$ cat config.mk
export PLATFORM = sky130hd
export DESIGN_NAME = ptwl_top
export DESIGN_NICKNAME = d
export VERILOG_FILES = /design/src/hdl/ptwl_pkg.sv /design/src/hdl/ptwl_sync.sv /design/src/hdl/ptwl_top.sv
export SDC_FILE = /design/constraint.sdc
export NUM_CORES = 1
export LEC_CHECK = 0
export BUFFER_PORTS_ARGS = -buffer_cell sky130_fd_sc_hd__buf_2
export CORE_MARGIN = 3
export CORE_UTILIZATION = 25
export CTS_BUF_LIST = sky130_fd_sc_hd__clkbuf_4 sky130_fd_sc_hd__clkbuf_8
export DETAILED_ROUTE_END_ITERATION = 6
export HOLD_SLACK_MARGIN = 0.12
export PLACE_DENSITY = 0.54
export SYNTH_ARGS = -nofsm -noshare
export SYNTH_HDL_FRONTEND = slang
export SYNTH_SLANG_ARGS = --single-unit
$ cat constraint.sdc
create_clock -name ref_clk_i -period 2.9 [get_ports ref_clk_i]
set_input_delay 0.58 -clock ref_clk_i [delete_from_list [all_inputs] [get_ports ref_clk_i]]
set_output_delay 0.58 -clock ref_clk_i [all_outputs]
set_load 0.05 [all_outputs]
$ cat src/hdl/ptwl_pkg.sv
// ----------------------------------------------------------------------------
// Shared constants and types of the terminal and wiper latch control
// ----------------------------------------------------------------------------
package ptwl_pkg;

  // --------------------------------------------------------------------------
  // Memory map
  // --------------------------------------------------------------------------
  localparam int MEM_DEPTH = 16;
  localparam logic [3:0] ADDR_WIPER = 4'h0;
  localparam logic [3:0] ADDR_TERM_CTRL = 4'h4;

  // --------------------------------------------------------------------------
  // Reset values and full-scale limits
  // --------------------------------------------------------------------------
  localparam logic [7:0] WIPER_POR_8BIT = 8'h7F;
  localparam logic [7:0] WIPER_POR_7BIT = 8'h3F;
  localparam logic [7:0] WIPER_MAX_8BIT = 8'hFF;
  localparam logic [7:0] WIPER_MAX_7BIT = 8'h7F;
  localparam logic [3:0] TERM_CTRL_POR = 4'hF;
  localparam logic [3:0] TERM_CTRL_RSVD = 4'hF;
  localparam logic [3:0] TERM_POR = 4'hE;

  // --------------------------------------------------------------------------
  // Terminal control field positions
  // --------------------------------------------------------------------------
  localparam int TERM_CTRL_SOFT_N = 3;
  localparam int TERM_CTRL_A = 2;
  localparam int TERM_CTRL_W = 1;
  localparam int TERM_CTRL_B = 0;

  // --------------------------------------------------------------------------
  // Pin synchroniser lanes and their reset levels
  // --------------------------------------------------------------------------
  localparam int PIN_CS_N = 0;
  localparam int PIN_SCLK = 1;
  localparam int PIN_DISCONNECT_N = 2;
  localparam int PIN_LATCH_N = 3;
  localparam logic [3:0] SYNC_INIT = 4'hD;

  // --------------------------------------------------------------------------
  // Timing
  // --------------------------------------------------------------------------
  localparam logic [3:0] STATIC_CYCLES = 4'h8;

  // --------------------------------------------------------------------------
  // Types
  // --------------------------------------------------------------------------
  typedef enum logic [1:0] {
    CMD_WRITE = 2'h0,
    CMD_INC = 2'h1,
    CMD_DEC = 2'h2,
    CMD_READ = 2'h3
  } ptwl_op_t;

  typedef enum logic [1:0] {
    ST_IDLE = 2'h0,
    ST_ACTIVE = 2'h1,
    ST_ERROR = 2'h3
  } ptwl_fsm_t;

  typedef struct packed {
    logic valid;
    ptwl_op_t op;
    logic [3:0] addr;
    logic [7:0] data;
  } ptwl_cmd_t;

  typedef struct packed {
    logic a_conn;
    logic w_conn;
    logic b_conn;
    logic wb_short;
  } ptwl_term_t;

  typedef struct packed {
    logic [3:0] f1;
    logic [3:0] f2;
    logic [3:0] f3;
    logic [3:0] out;
  } ptwl_sync_state_t;

  typedef struct packed {
    ptwl_fsm_t st;
    logic [7:0] wiper;
    logic [3:0] term_ctrl;
    logic [7:0] pos;
    ptwl_term_t term;
    logic [7:0] rd_data;
    logic rd_valid;
    logic err;
    logic stat;
    logic sclk_prev;
    logic [3:0] idle_cnt;
  } ptwl_state_t;

endpackage : ptwl_pkg

$ cat src/hdl/ptwl_sync.sv
`timescale 1ns/1ps
`default_nettype none
// ----------------------------------------------------------------------------
// Three-stage pin synchroniser with agreement filter
// ----------------------------------------------------------------------------
module ptwl_sync
(
  // Clock and reset
  input wire logic ref_clk_i,
  input wire logic resetn_i,
  // Raw pins
  input wire logic [3:0] pins_i,
  // Filtered levels
  output logic [3:0] pins_o
);

  ptwl_pkg::ptwl_sync_state_t s_r;
  ptwl_pkg::ptwl_sync_state_t s_nxt;

  // Shift chain; first stage feeds only the second
  always_comb
  begin
    s_nxt = s_r;
    s_nxt.f1 = pins_i;
    s_nxt.f2 = s_r.f1;
    s_nxt.f3 = s_r.f2;
    // Take a lane only once stages two and three agree
    for (int i = 0; i < 4; i++)
    begin
      if (s_r.f2[i] == s_r.f3[i])
      begin
        s_nxt.out[i] = s_r.f2[i];
      end
    end
  end

  // State register
  always_ff @(posedge ref_clk_i or negedge resetn_i)
  begin
    if (!resetn_i)
    begin
      s_r <= {4{ptwl_pkg::SYNC_INIT}};
    end
    else
    begin
      s_r <= s_nxt;
    end
  end

  assign pins_o = s_r.out;

endmodule : ptwl_sync
`default_nettype wire

$ cat src/hdl/ptwl_top.sv
`timescale 1ns/1ps
`default_nettype none
// Notes on behaviour
// - Pin low: open A, join wiper to B
// - Pin active overrides control bits, keeps them
// - Shutdown keeps wiper register; exit restores position
// - Control writes never touch wiper or interface
// - Four control bits: A, W, B, soft shutdown
// - Soft shutdown ignores connect bits, retains them
// - Latch high blocks register to wiper transfer
// - Latch low: wiper follows register continuously
// - Register updates regardless of latch; chip select gates
// - Latched value is always a whole register word
// - Static mode: select high, clock quiet
// - Sixteen eight-bit volatile locations
// - Only wiper and control implemented; rest reserved
// - Bad address or op: error, memory untouched
// - Error holds until select goes high
// - Reset wiper to mid-scale 7Fh or 3Fh
// - Reset control to all ones; upper nibble ones
// - Soft bit zero forces shutdown, one releases
// - Connect bit one connects, zero disconnects
module ptwl_top
#(
  parameter bit RES_7BIT = 1'b0
)
(
  // Clock and reset
  input wire logic ref_clk_i,
  input wire logic resetn_i,
  // Pins from outside the clock domain
  input wire logic cs_n_i,
  input wire logic sclk_i,
  input wire logic terminal_disconnect_pin_n_i,
  input wire logic wiper_latch_n_i,
  // Decoded serial commands, same clock
  input wire ptwl_pkg::ptwl_cmd_t cmd_i,
  // Read answer and error
  output logic [7:0] rd_data_o,
  output logic rd_valid_o,
  output logic command_error_o,
  // Analog side
  output ptwl_pkg::ptwl_term_t term_o,
  output logic [7:0] wiper_pos_o,
  // Register views and current mode
  output logic [7:0] wiper_reg_o,
  output logic [7:0] terminal_control_zero_o,
  output logic static_mode_o
);

  // --------------------------------------------------------------------------
  // Variant constants
  // --------------------------------------------------------------------------
  localparam logic [7:0] WIPER_POR = RES_7BIT ? ptwl_pkg::WIPER_POR_7BIT : ptwl_pkg::WIPER_POR_8BIT;
  localparam logic [7:0] WIPER_MAX = RES_7BIT ? ptwl_pkg::WIPER_MAX_7BIT : ptwl_pkg::WIPER_MAX_8BIT;

  // --------------------------------------------------------------------------
  // Helpers
  // --------------------------------------------------------------------------
  // Only two of the sixteen locations exist, each with its own op set
  function automatic logic cmd_legal(input logic [3:0] addr, input ptwl_pkg::ptwl_op_t op);
    logic ok;
    ok = 1'b0;
    if (addr == ptwl_pkg::ADDR_WIPER)
    begin
      ok = 1'b1;
    end
    else if (addr == ptwl_pkg::ADDR_TERM_CTRL)
    begin
      ok = (op == ptwl_pkg::CMD_WRITE) || (op == ptwl_pkg::CMD_READ);
    end
    return ok;
  endfunction : cmd_legal

  // Control register as read back, reserved nibble forced high
  function automatic logic [7:0] term_ctrl_word(input logic [3:0] bits);
    return {ptwl_pkg::TERM_CTRL_RSVD, bits};
  endfunction : term_ctrl_word

  // --------------------------------------------------------------------------
  // Pin synchronisation
  // --------------------------------------------------------------------------
  logic [3:0] pins_s;

  ptwl_sync u_sync
  (
    .ref_clk_i(ref_clk_i),
    .resetn_i(resetn_i),
    .pins_i({wiper_latch_n_i, terminal_disconnect_pin_n_i, sclk_i, cs_n_i}),
    .pins_o(pins_s)
  );

  logic cs_n_s;
  logic sclk_s;
  logic disconnect_n_s;
  logic latch_n_s;

  // Named views of the filtered pins
  assign cs_n_s = pins_s[ptwl_pkg::PIN_CS_N];
  assign sclk_s = pins_s[ptwl_pkg::PIN_SCLK];
  assign disconnect_n_s = pins_s[ptwl_pkg::PIN_DISCONNECT_N];
  assign latch_n_s = pins_s[ptwl_pkg::PIN_LATCH_N];

  // --------------------------------------------------------------------------
  // State
  // --------------------------------------------------------------------------
  ptwl_pkg::ptwl_state_t s_r;
  ptwl_pkg::ptwl_state_t s_nxt;
  logic shutdown;
  logic take;

  // Next-state logic
  always_comb
  begin
    s_nxt = s_r;
    s_nxt.rd_valid = 1'b0;
    take = 1'b0;

    // Chip select session and error recovery
    case (s_r.st)
      ptwl_pkg::ST_IDLE:
      begin
        if (!cs_n_s)
        begin
          s_nxt.st = ptwl_pkg::ST_ACTIVE;
        end
      end
      ptwl_pkg::ST_ACTIVE:
      begin
        if (cs_n_s)
        begin
          s_nxt.st = ptwl_pkg::ST_IDLE;
        end
        else
        begin
          take = cmd_i.valid;
        end
      end
      ptwl_pkg::ST_ERROR:
      begin
        // Only a select high ends the error; the next low starts afresh
        if (cs_n_s)
        begin
          s_nxt.st = ptwl_pkg::ST_IDLE;
          s_nxt.err = 1'b0;
        end
      end
      default:
      begin
        s_nxt.st = ptwl_pkg::ST_IDLE;
      end
    endcase

    // Command execution, single cycle so the register never holds a half word
    if (take)
    begin
      if (!cmd_legal(cmd_i.addr, cmd_i.op))
      begin
        s_nxt.err = 1'b1;
        s_nxt.st = ptwl_pkg::ST_ERROR;
      end
      else if (cmd_i.addr == ptwl_pkg::ADDR_WIPER)
      begin
        case (cmd_i.op)
          ptwl_pkg::CMD_WRITE:
          begin
            s_nxt.wiper = cmd_i.data & WIPER_MAX;
          end
          ptwl_pkg::CMD_INC:
          begin
            if (s_r.wiper < WIPER_MAX)
            begin
              s_nxt.wiper = s_r.wiper + 8'h01;
            end
          end
          ptwl_pkg::CMD_DEC:
          begin
            if (s_r.wiper != 8'h00)
            begin
              s_nxt.wiper = s_r.wiper - 8'h01;
            end
          end
          default:
          begin
            s_nxt.rd_data = s_r.wiper;
            s_nxt.rd_valid = 1'b1;
          end
        endcase
      end
      else
      begin
        // Control writes touch only the low nibble, never the wiper
        if (cmd_i.op == ptwl_pkg::CMD_WRITE)
        begin
          s_nxt.term_ctrl = cmd_i.data[3:0];
        end
        else
        begin
          s_nxt.rd_data = term_ctrl_word(s_r.term_ctrl);
          s_nxt.rd_valid = 1'b1;
        end
      end
    end

    // Latch gating of the analog wiper; register keeps updating meanwhile
    if (!latch_n_s)
    begin
      s_nxt.pos = s_r.wiper;
    end

    // Terminal switches: either shutdown source wins, bits left intact
    shutdown = !disconnect_n_s || !s_r.term_ctrl[ptwl_pkg::TERM_CTRL_SOFT_N];
    if (shutdown)
    begin
      s_nxt.term.a_conn = 1'b0;
      s_nxt.term.w_conn = 1'b0;
      s_nxt.term.b_conn = 1'b0;
      s_nxt.term.wb_short = 1'b1;
    end
    else
    begin
      s_nxt.term.a_conn = s_r.term_ctrl[ptwl_pkg::TERM_CTRL_A];
      s_nxt.term.w_conn = s_r.term_ctrl[ptwl_pkg::TERM_CTRL_W];
      s_nxt.term.b_conn = s_r.term_ctrl[ptwl_pkg::TERM_CTRL_B];
      s_nxt.term.wb_short = 1'b0;
    end

    // Static mode: select high and no clock edge for a short window
    s_nxt.sclk_prev = sclk_s;
    if (!cs_n_s || (sclk_s != s_r.sclk_prev))
    begin
      s_nxt.idle_cnt = 4'h0;
    end
    else if (s_r.idle_cnt != ptwl_pkg::STATIC_CYCLES)
    begin
      s_nxt.idle_cnt = s_r.idle_cnt + 4'h1;
    end
    s_nxt.stat = cs_n_s && (s_nxt.idle_cnt == ptwl_pkg::STATIC_CYCLES);
  end

  // State register; reset stands for power-on and brown-out
  always_ff @(posedge ref_clk_i or negedge resetn_i)
  begin
    if (!resetn_i)
    begin
      s_r.st <= ptwl_pkg::ST_IDLE;
      s_r.wiper <= WIPER_POR;
      s_r.term_ctrl <= ptwl_pkg::TERM_CTRL_POR;
      s_r.pos <= WIPER_POR;
      s_r.term <= ptwl_pkg::TERM_POR; // All connected, no short
      s_r.rd_data <= 8'h00;
      s_r.rd_valid <= 1'b0;
      s_r.err <= 1'b0;
      s_r.stat <= 1'b0;
      s_r.sclk_prev <= 1'b0;
      s_r.idle_cnt <= 4'h0;
    end
    else
    begin
      s_r <= s_nxt;
    end
  end

  // --------------------------------------------------------------------------
  // Outputs, all straight from the state register
  // --------------------------------------------------------------------------
  assign rd_data_o = s_r.rd_data;
  assign rd_valid_o = s_r.rd_valid;
  assign command_error_o = s_r.err;
  assign term_o = s_r.term;
  assign wiper_pos_o = s_r.pos;
  assign wiper_reg_o = s_r.wiper;
  assign terminal_control_zero_o = {ptwl_pkg::TERM_CTRL_RSVD, s_r.term_ctrl};
  assign static_mode_o = s_r.stat;

endmodule : ptwl_top
`default_nettype wire

==> reports/summary.md <==
## Run status
• **outcome** finished clean

## Clock network
• **worst skew pair latency** 0.34 ns
• **post-CTS setup buffer count** 0
• **Hold Buf Count CTS** 0
• **clock slew at reported path FFs** 0.07 ns
• **Max H-tree Level** 3
• **deepest clock path buffer count** 2
• **Num CTS Buffers** 9
• **quantity of gates resized following cts** 0
• **sink count of the clock tree** 58
• **TritonCTS clock tree** done
• **clk root buf** sky130_fd_sc_hd__clkbuf_8

## GRT
• **peak-usage layer in the global routing report** met2
• **global route overflow** 0
• **fraction of met2 tracks used by global routing** 0.165
• **GRT Util Overall** 0.109
• **antenna violations before repair** 1
• **pin count of the biggest net entering global routing** 32
• **global-route track usage on met3** 0.0415
• **first-pass GRT wire length** 11200 um
• **routing usage on met1** 0.142
• **vias in the first global route** 2148

## Synth
• **average cell area after synthesis** 10.4 sq um
• **proportion of synthesized flip-flops having asynchronous set or reset** 1.00
• **flop and latch count out of synthesis** 58
• **Synthesis Warnings** 0
• **dominant register cell in the synthesized netlist** sky130_fd_sc_hd__dfstp_2
• **Cell Area, Synth** 3060 sq um
• **Cells after Synth** 293
• **count of unique library cells instantiated by Yosys** 48
• **number of enable-type register cells in the synthesized netlist** 0
• **sequential fraction of the synthesis area** 0.488

## Place
• **RD Place Congestion** 0.841
• **Final HPWL DP** 5120 um
• **total of buffers placed on input and output ports** 55
• **worst slack at placement** 0.331 ns
• **placed cell count** 447

## Cells and area
• **layout net count** 344
• **Layout Cells excl Fill** 463
• **most frequent standard cell in the layout excluding fill and tap cells** sky130_fd_sc_hd__buf_2
• **proportion of layout cells with a drive suffix above 1** 0.394
• **highest-count cells in the layout ignoring fill and taps** 55 x sky130_fd_sc_hd__buf_2, 33 x sky130_fd_sc_hd__dfstp_2, 30 x sky130_fd_sc_hd__nand2_1
• **Layout area overhead** 12.2%
• **antenna cell count** 0

## Critical path
• **crit-path leading delay family** compound AO/OA/AOI/OAI gates
• **Data required, critical path** 3.14 ns
• **slowest stage delay, CP** 0.41 ns
• **cell chain of the critical path** buf_2, inv_1, ha_1, xor2_1, ha_1, a2111oi_0, a32oi_1, nand2_1, mux2i_1, a21oi_1
• **kind of launch point of the worst setup path** primary input
• **library cell appearing most often on the critical path** sky130_fd_sc_hd__ha_1
• **count of buffering cells on the critical path with inverters included** 2
• **top fanout value on the critical path** 6
• **Critical-path top delay cell** sky130_fd_sc_hd__a2111oi_0
• **signal arrival time at the worst endpoint** 2.47 ns
• **Setup crit end kind** flip-flop
• **critical path type** primary input to flip-flop

## Floorplanning
• **Top Ports** 60
• **placeable core region** 11700 sq um
• **die height** 117 um
• **starting utilization of the core area** 0.261
• **count of standard-cell rows** 39
• **area of the die** 13600 sq um
• **die width** 117 um

## STA
• **worst slew pin tran** 0.625 ns
• **unrepaired setup endpoints after global routing** no
• **minimum period implied by the final worst setup slack** 2.23 ns
• **share of the clock period used by the worst path after layout** 0.770
• **hold violation count in the final report** 0
• **FMAX** 448 MHz
• **worst path setup slack after routing** 0.668 ns
• **final max-slew violation count** 0
• **final worst clock skew** 0.00688 ns
• **final worst hold slack** 0.255 ns
• **worst-case headroom to the max-slew limit** 0.582
• **total of endpoints with negative setup slack in the final report** 0
• **final total negative setup slack** 0 ns

## Power
• **leakage** 0.00150 uW
• **power consumption** 2140 uW
• **total power density per cell area** 624 nW/um^2
• **Sw Share** 0.326
• **internal power** 1440 uW
• **part of the power in the clock network** 0.336
• **Sequential Power Share** 0.461
• **relative contribution of combinational cells to total power** 0.203
• **highest ir drop seen on vdd** 0.317 mV
• **switching power summed over all nets** 698 uW

## Flow run
• **number of max-cap violations** 0

## Drt
• **detailed router's first-iteration violation count** 181
• **DR vias/cell** 4.61
• **post-route DRC violation count** 0
• **iteration count of the initial detailed-routing pass** 4
• **aggregate routed wire length** 7030 um
• **Wirelength per Cell** 15.2 um
• **number of nets still failing antenna checks after routing** 0
• **count of vias placed by the detailed router** 2134

## Hold path
• **path type of the worst min-delay path** primary input to asynchronous set/reset pin

[worst paths after layout]
| check | to | slack (ns) | start | depth (start not counted) |
|---|---|---|---|---|
| max in group asynchronous | term_o[2] | 1.98 | resetn_i | 2 |
| worst max-delay path | wiper_reg_o[6] | 0.67 | cmd_i[12] | 10 |
| worst max register to register | wiper_reg_o[6] | 0.68 | wiper_reg_o[1] | 7 |
| worst min register to register | u_sync.s_nxt[5] | 0.36 | u_sync.s_nxt[9] | 0 |
| worst min-delay path | u_sync.s_nxt[9] | 0.25 | resetn_i | 1 |
| min in group ref_clk_i | u_sync.s_nxt[8] | 0.33 | cs_n_i | 1 |
[logic make-up (layout without fill, tap and decap cells)]
group	after synthesis	count (layout)	synth area share
and+or+nand+nor	83	83	0.152
buffers and inverters	60	84	0.118
DFF	58	58	0.488
AOI/OAI and AO/OA	52	52	0.105
muxes	20	20	0.0703
adders and majority gates	12	12	0.0458
xor gates and xnor gates	7	7	0.0200
other	1	4	0.00123
[sequential cells by signal, summed over array words and instances (netlist names)]
signal and count:
u_sync.s_r 4, wiper_reg_o 8, static_mode_o 1, u_sync.s_nxt 8
terminal_control_zero_o 4, rd_valid_o 1, term_o 4, u_sync.pins_o 4
s_r 7, wiper_pos_o 8, rd_data_o 8, command_error_o 1
[final cells by class]
| cell class | count | area, sq um |
|---|---|---|
| fillers | 1232 | 8280 |
| flip-flops and latches | 58 | 1490 |
| multi-input cells | 178 | 1220 |
| repair buffers | 58 | 310 |
| clock buffers | 14 | 186 |
| well taps | 143 | 179 |
| inverters | 10 | 37.5 |
| clock inverters | 2 | 10.0 |
[layer usage]
layer,part of all wire,vias up
met5,0.0010,-
met4,0.017,2
met3,0.075,14
met2,0.45,72
met1,0.45,1028
li1,-,1018
[stage by stage]
stage	area [sq um]	utilization
2_1_floorplan	3070	-
3_3_place_gp	3240	0.276
3_5_place_dp	3240	0.276
4_1_cts	3430	0.293
5_1_grt	3430	0.293
6_report	3430	0.293
[synthesized netlist by cell type, types with 3 or more instances]
| library cell | number | area (sq um) |
|---|---|---|
| sky130_fd_sc_hd__a21oi_1 | 13 | 65.1 |
| sky130_fd_sc_hd__a22oi_1 | 4 | 30.0 |
| sky130_fd_sc_hd__and3_1 | 4 | 25.0 |
| sky130_fd_sc_hd__buf_4 | 36 | 270 |
| sky130_fd_sc_hd__clkbuf_1 | 13 | 48.8 |
| sky130_fd_sc_hd__dfrtp_1 | 25 | 626 |
| sky130_fd_sc_hd__dfstp_2 | 33 | 867 |
| sky130_fd_sc_hd__ha_1 | 8 | 100 |
| sky130_fd_sc_hd__inv_1 | 10 | 37.5 |
| sky130_fd_sc_hd__maj3_1 | 4 | 40.0 |
| sky130_fd_sc_hd__mux2_2 | 12 | 135 |
| sky130_fd_sc_hd__mux2i_1 | 8 | 80.1 |
| sky130_fd_sc_hd__nand2_1 | 30 | 113 |
| sky130_fd_sc_hd__nand3_1 | 7 | 35.0 |
| sky130_fd_sc_hd__nor2_1 | 15 | 56.3 |
| sky130_fd_sc_hd__nor3_1 | 3 | 15.0 |
| sky130_fd_sc_hd__o21ai_0 | 14 | 70.1 |
| sky130_fd_sc_hd__o21ai_1 | 5 | 25.0 |
| sky130_fd_sc_hd__o22ai_1 | 5 | 31.3 |
| sky130_fd_sc_hd__xnor2_1 | 4 | 35.0 |
| sky130_fd_sc_hd__xor2_1 | 3 | 26.3 |
[power groups by stage]
| stage | logic (uW) | registers (uW) | clock network (uW) |
|---|---|---|---|
| after global placement | 431 | 998 | 0 |
| after CTS | 439 | 989 | 755 |
| after global routing | 471 | 1000 | 789 |
| after floorplan | 393 | 962 | 0 |
| after detailed placement | 437 | 1000 | 0 |
| final | 434 | 988 | 720 |
Power figures use the tool's default switching activity.
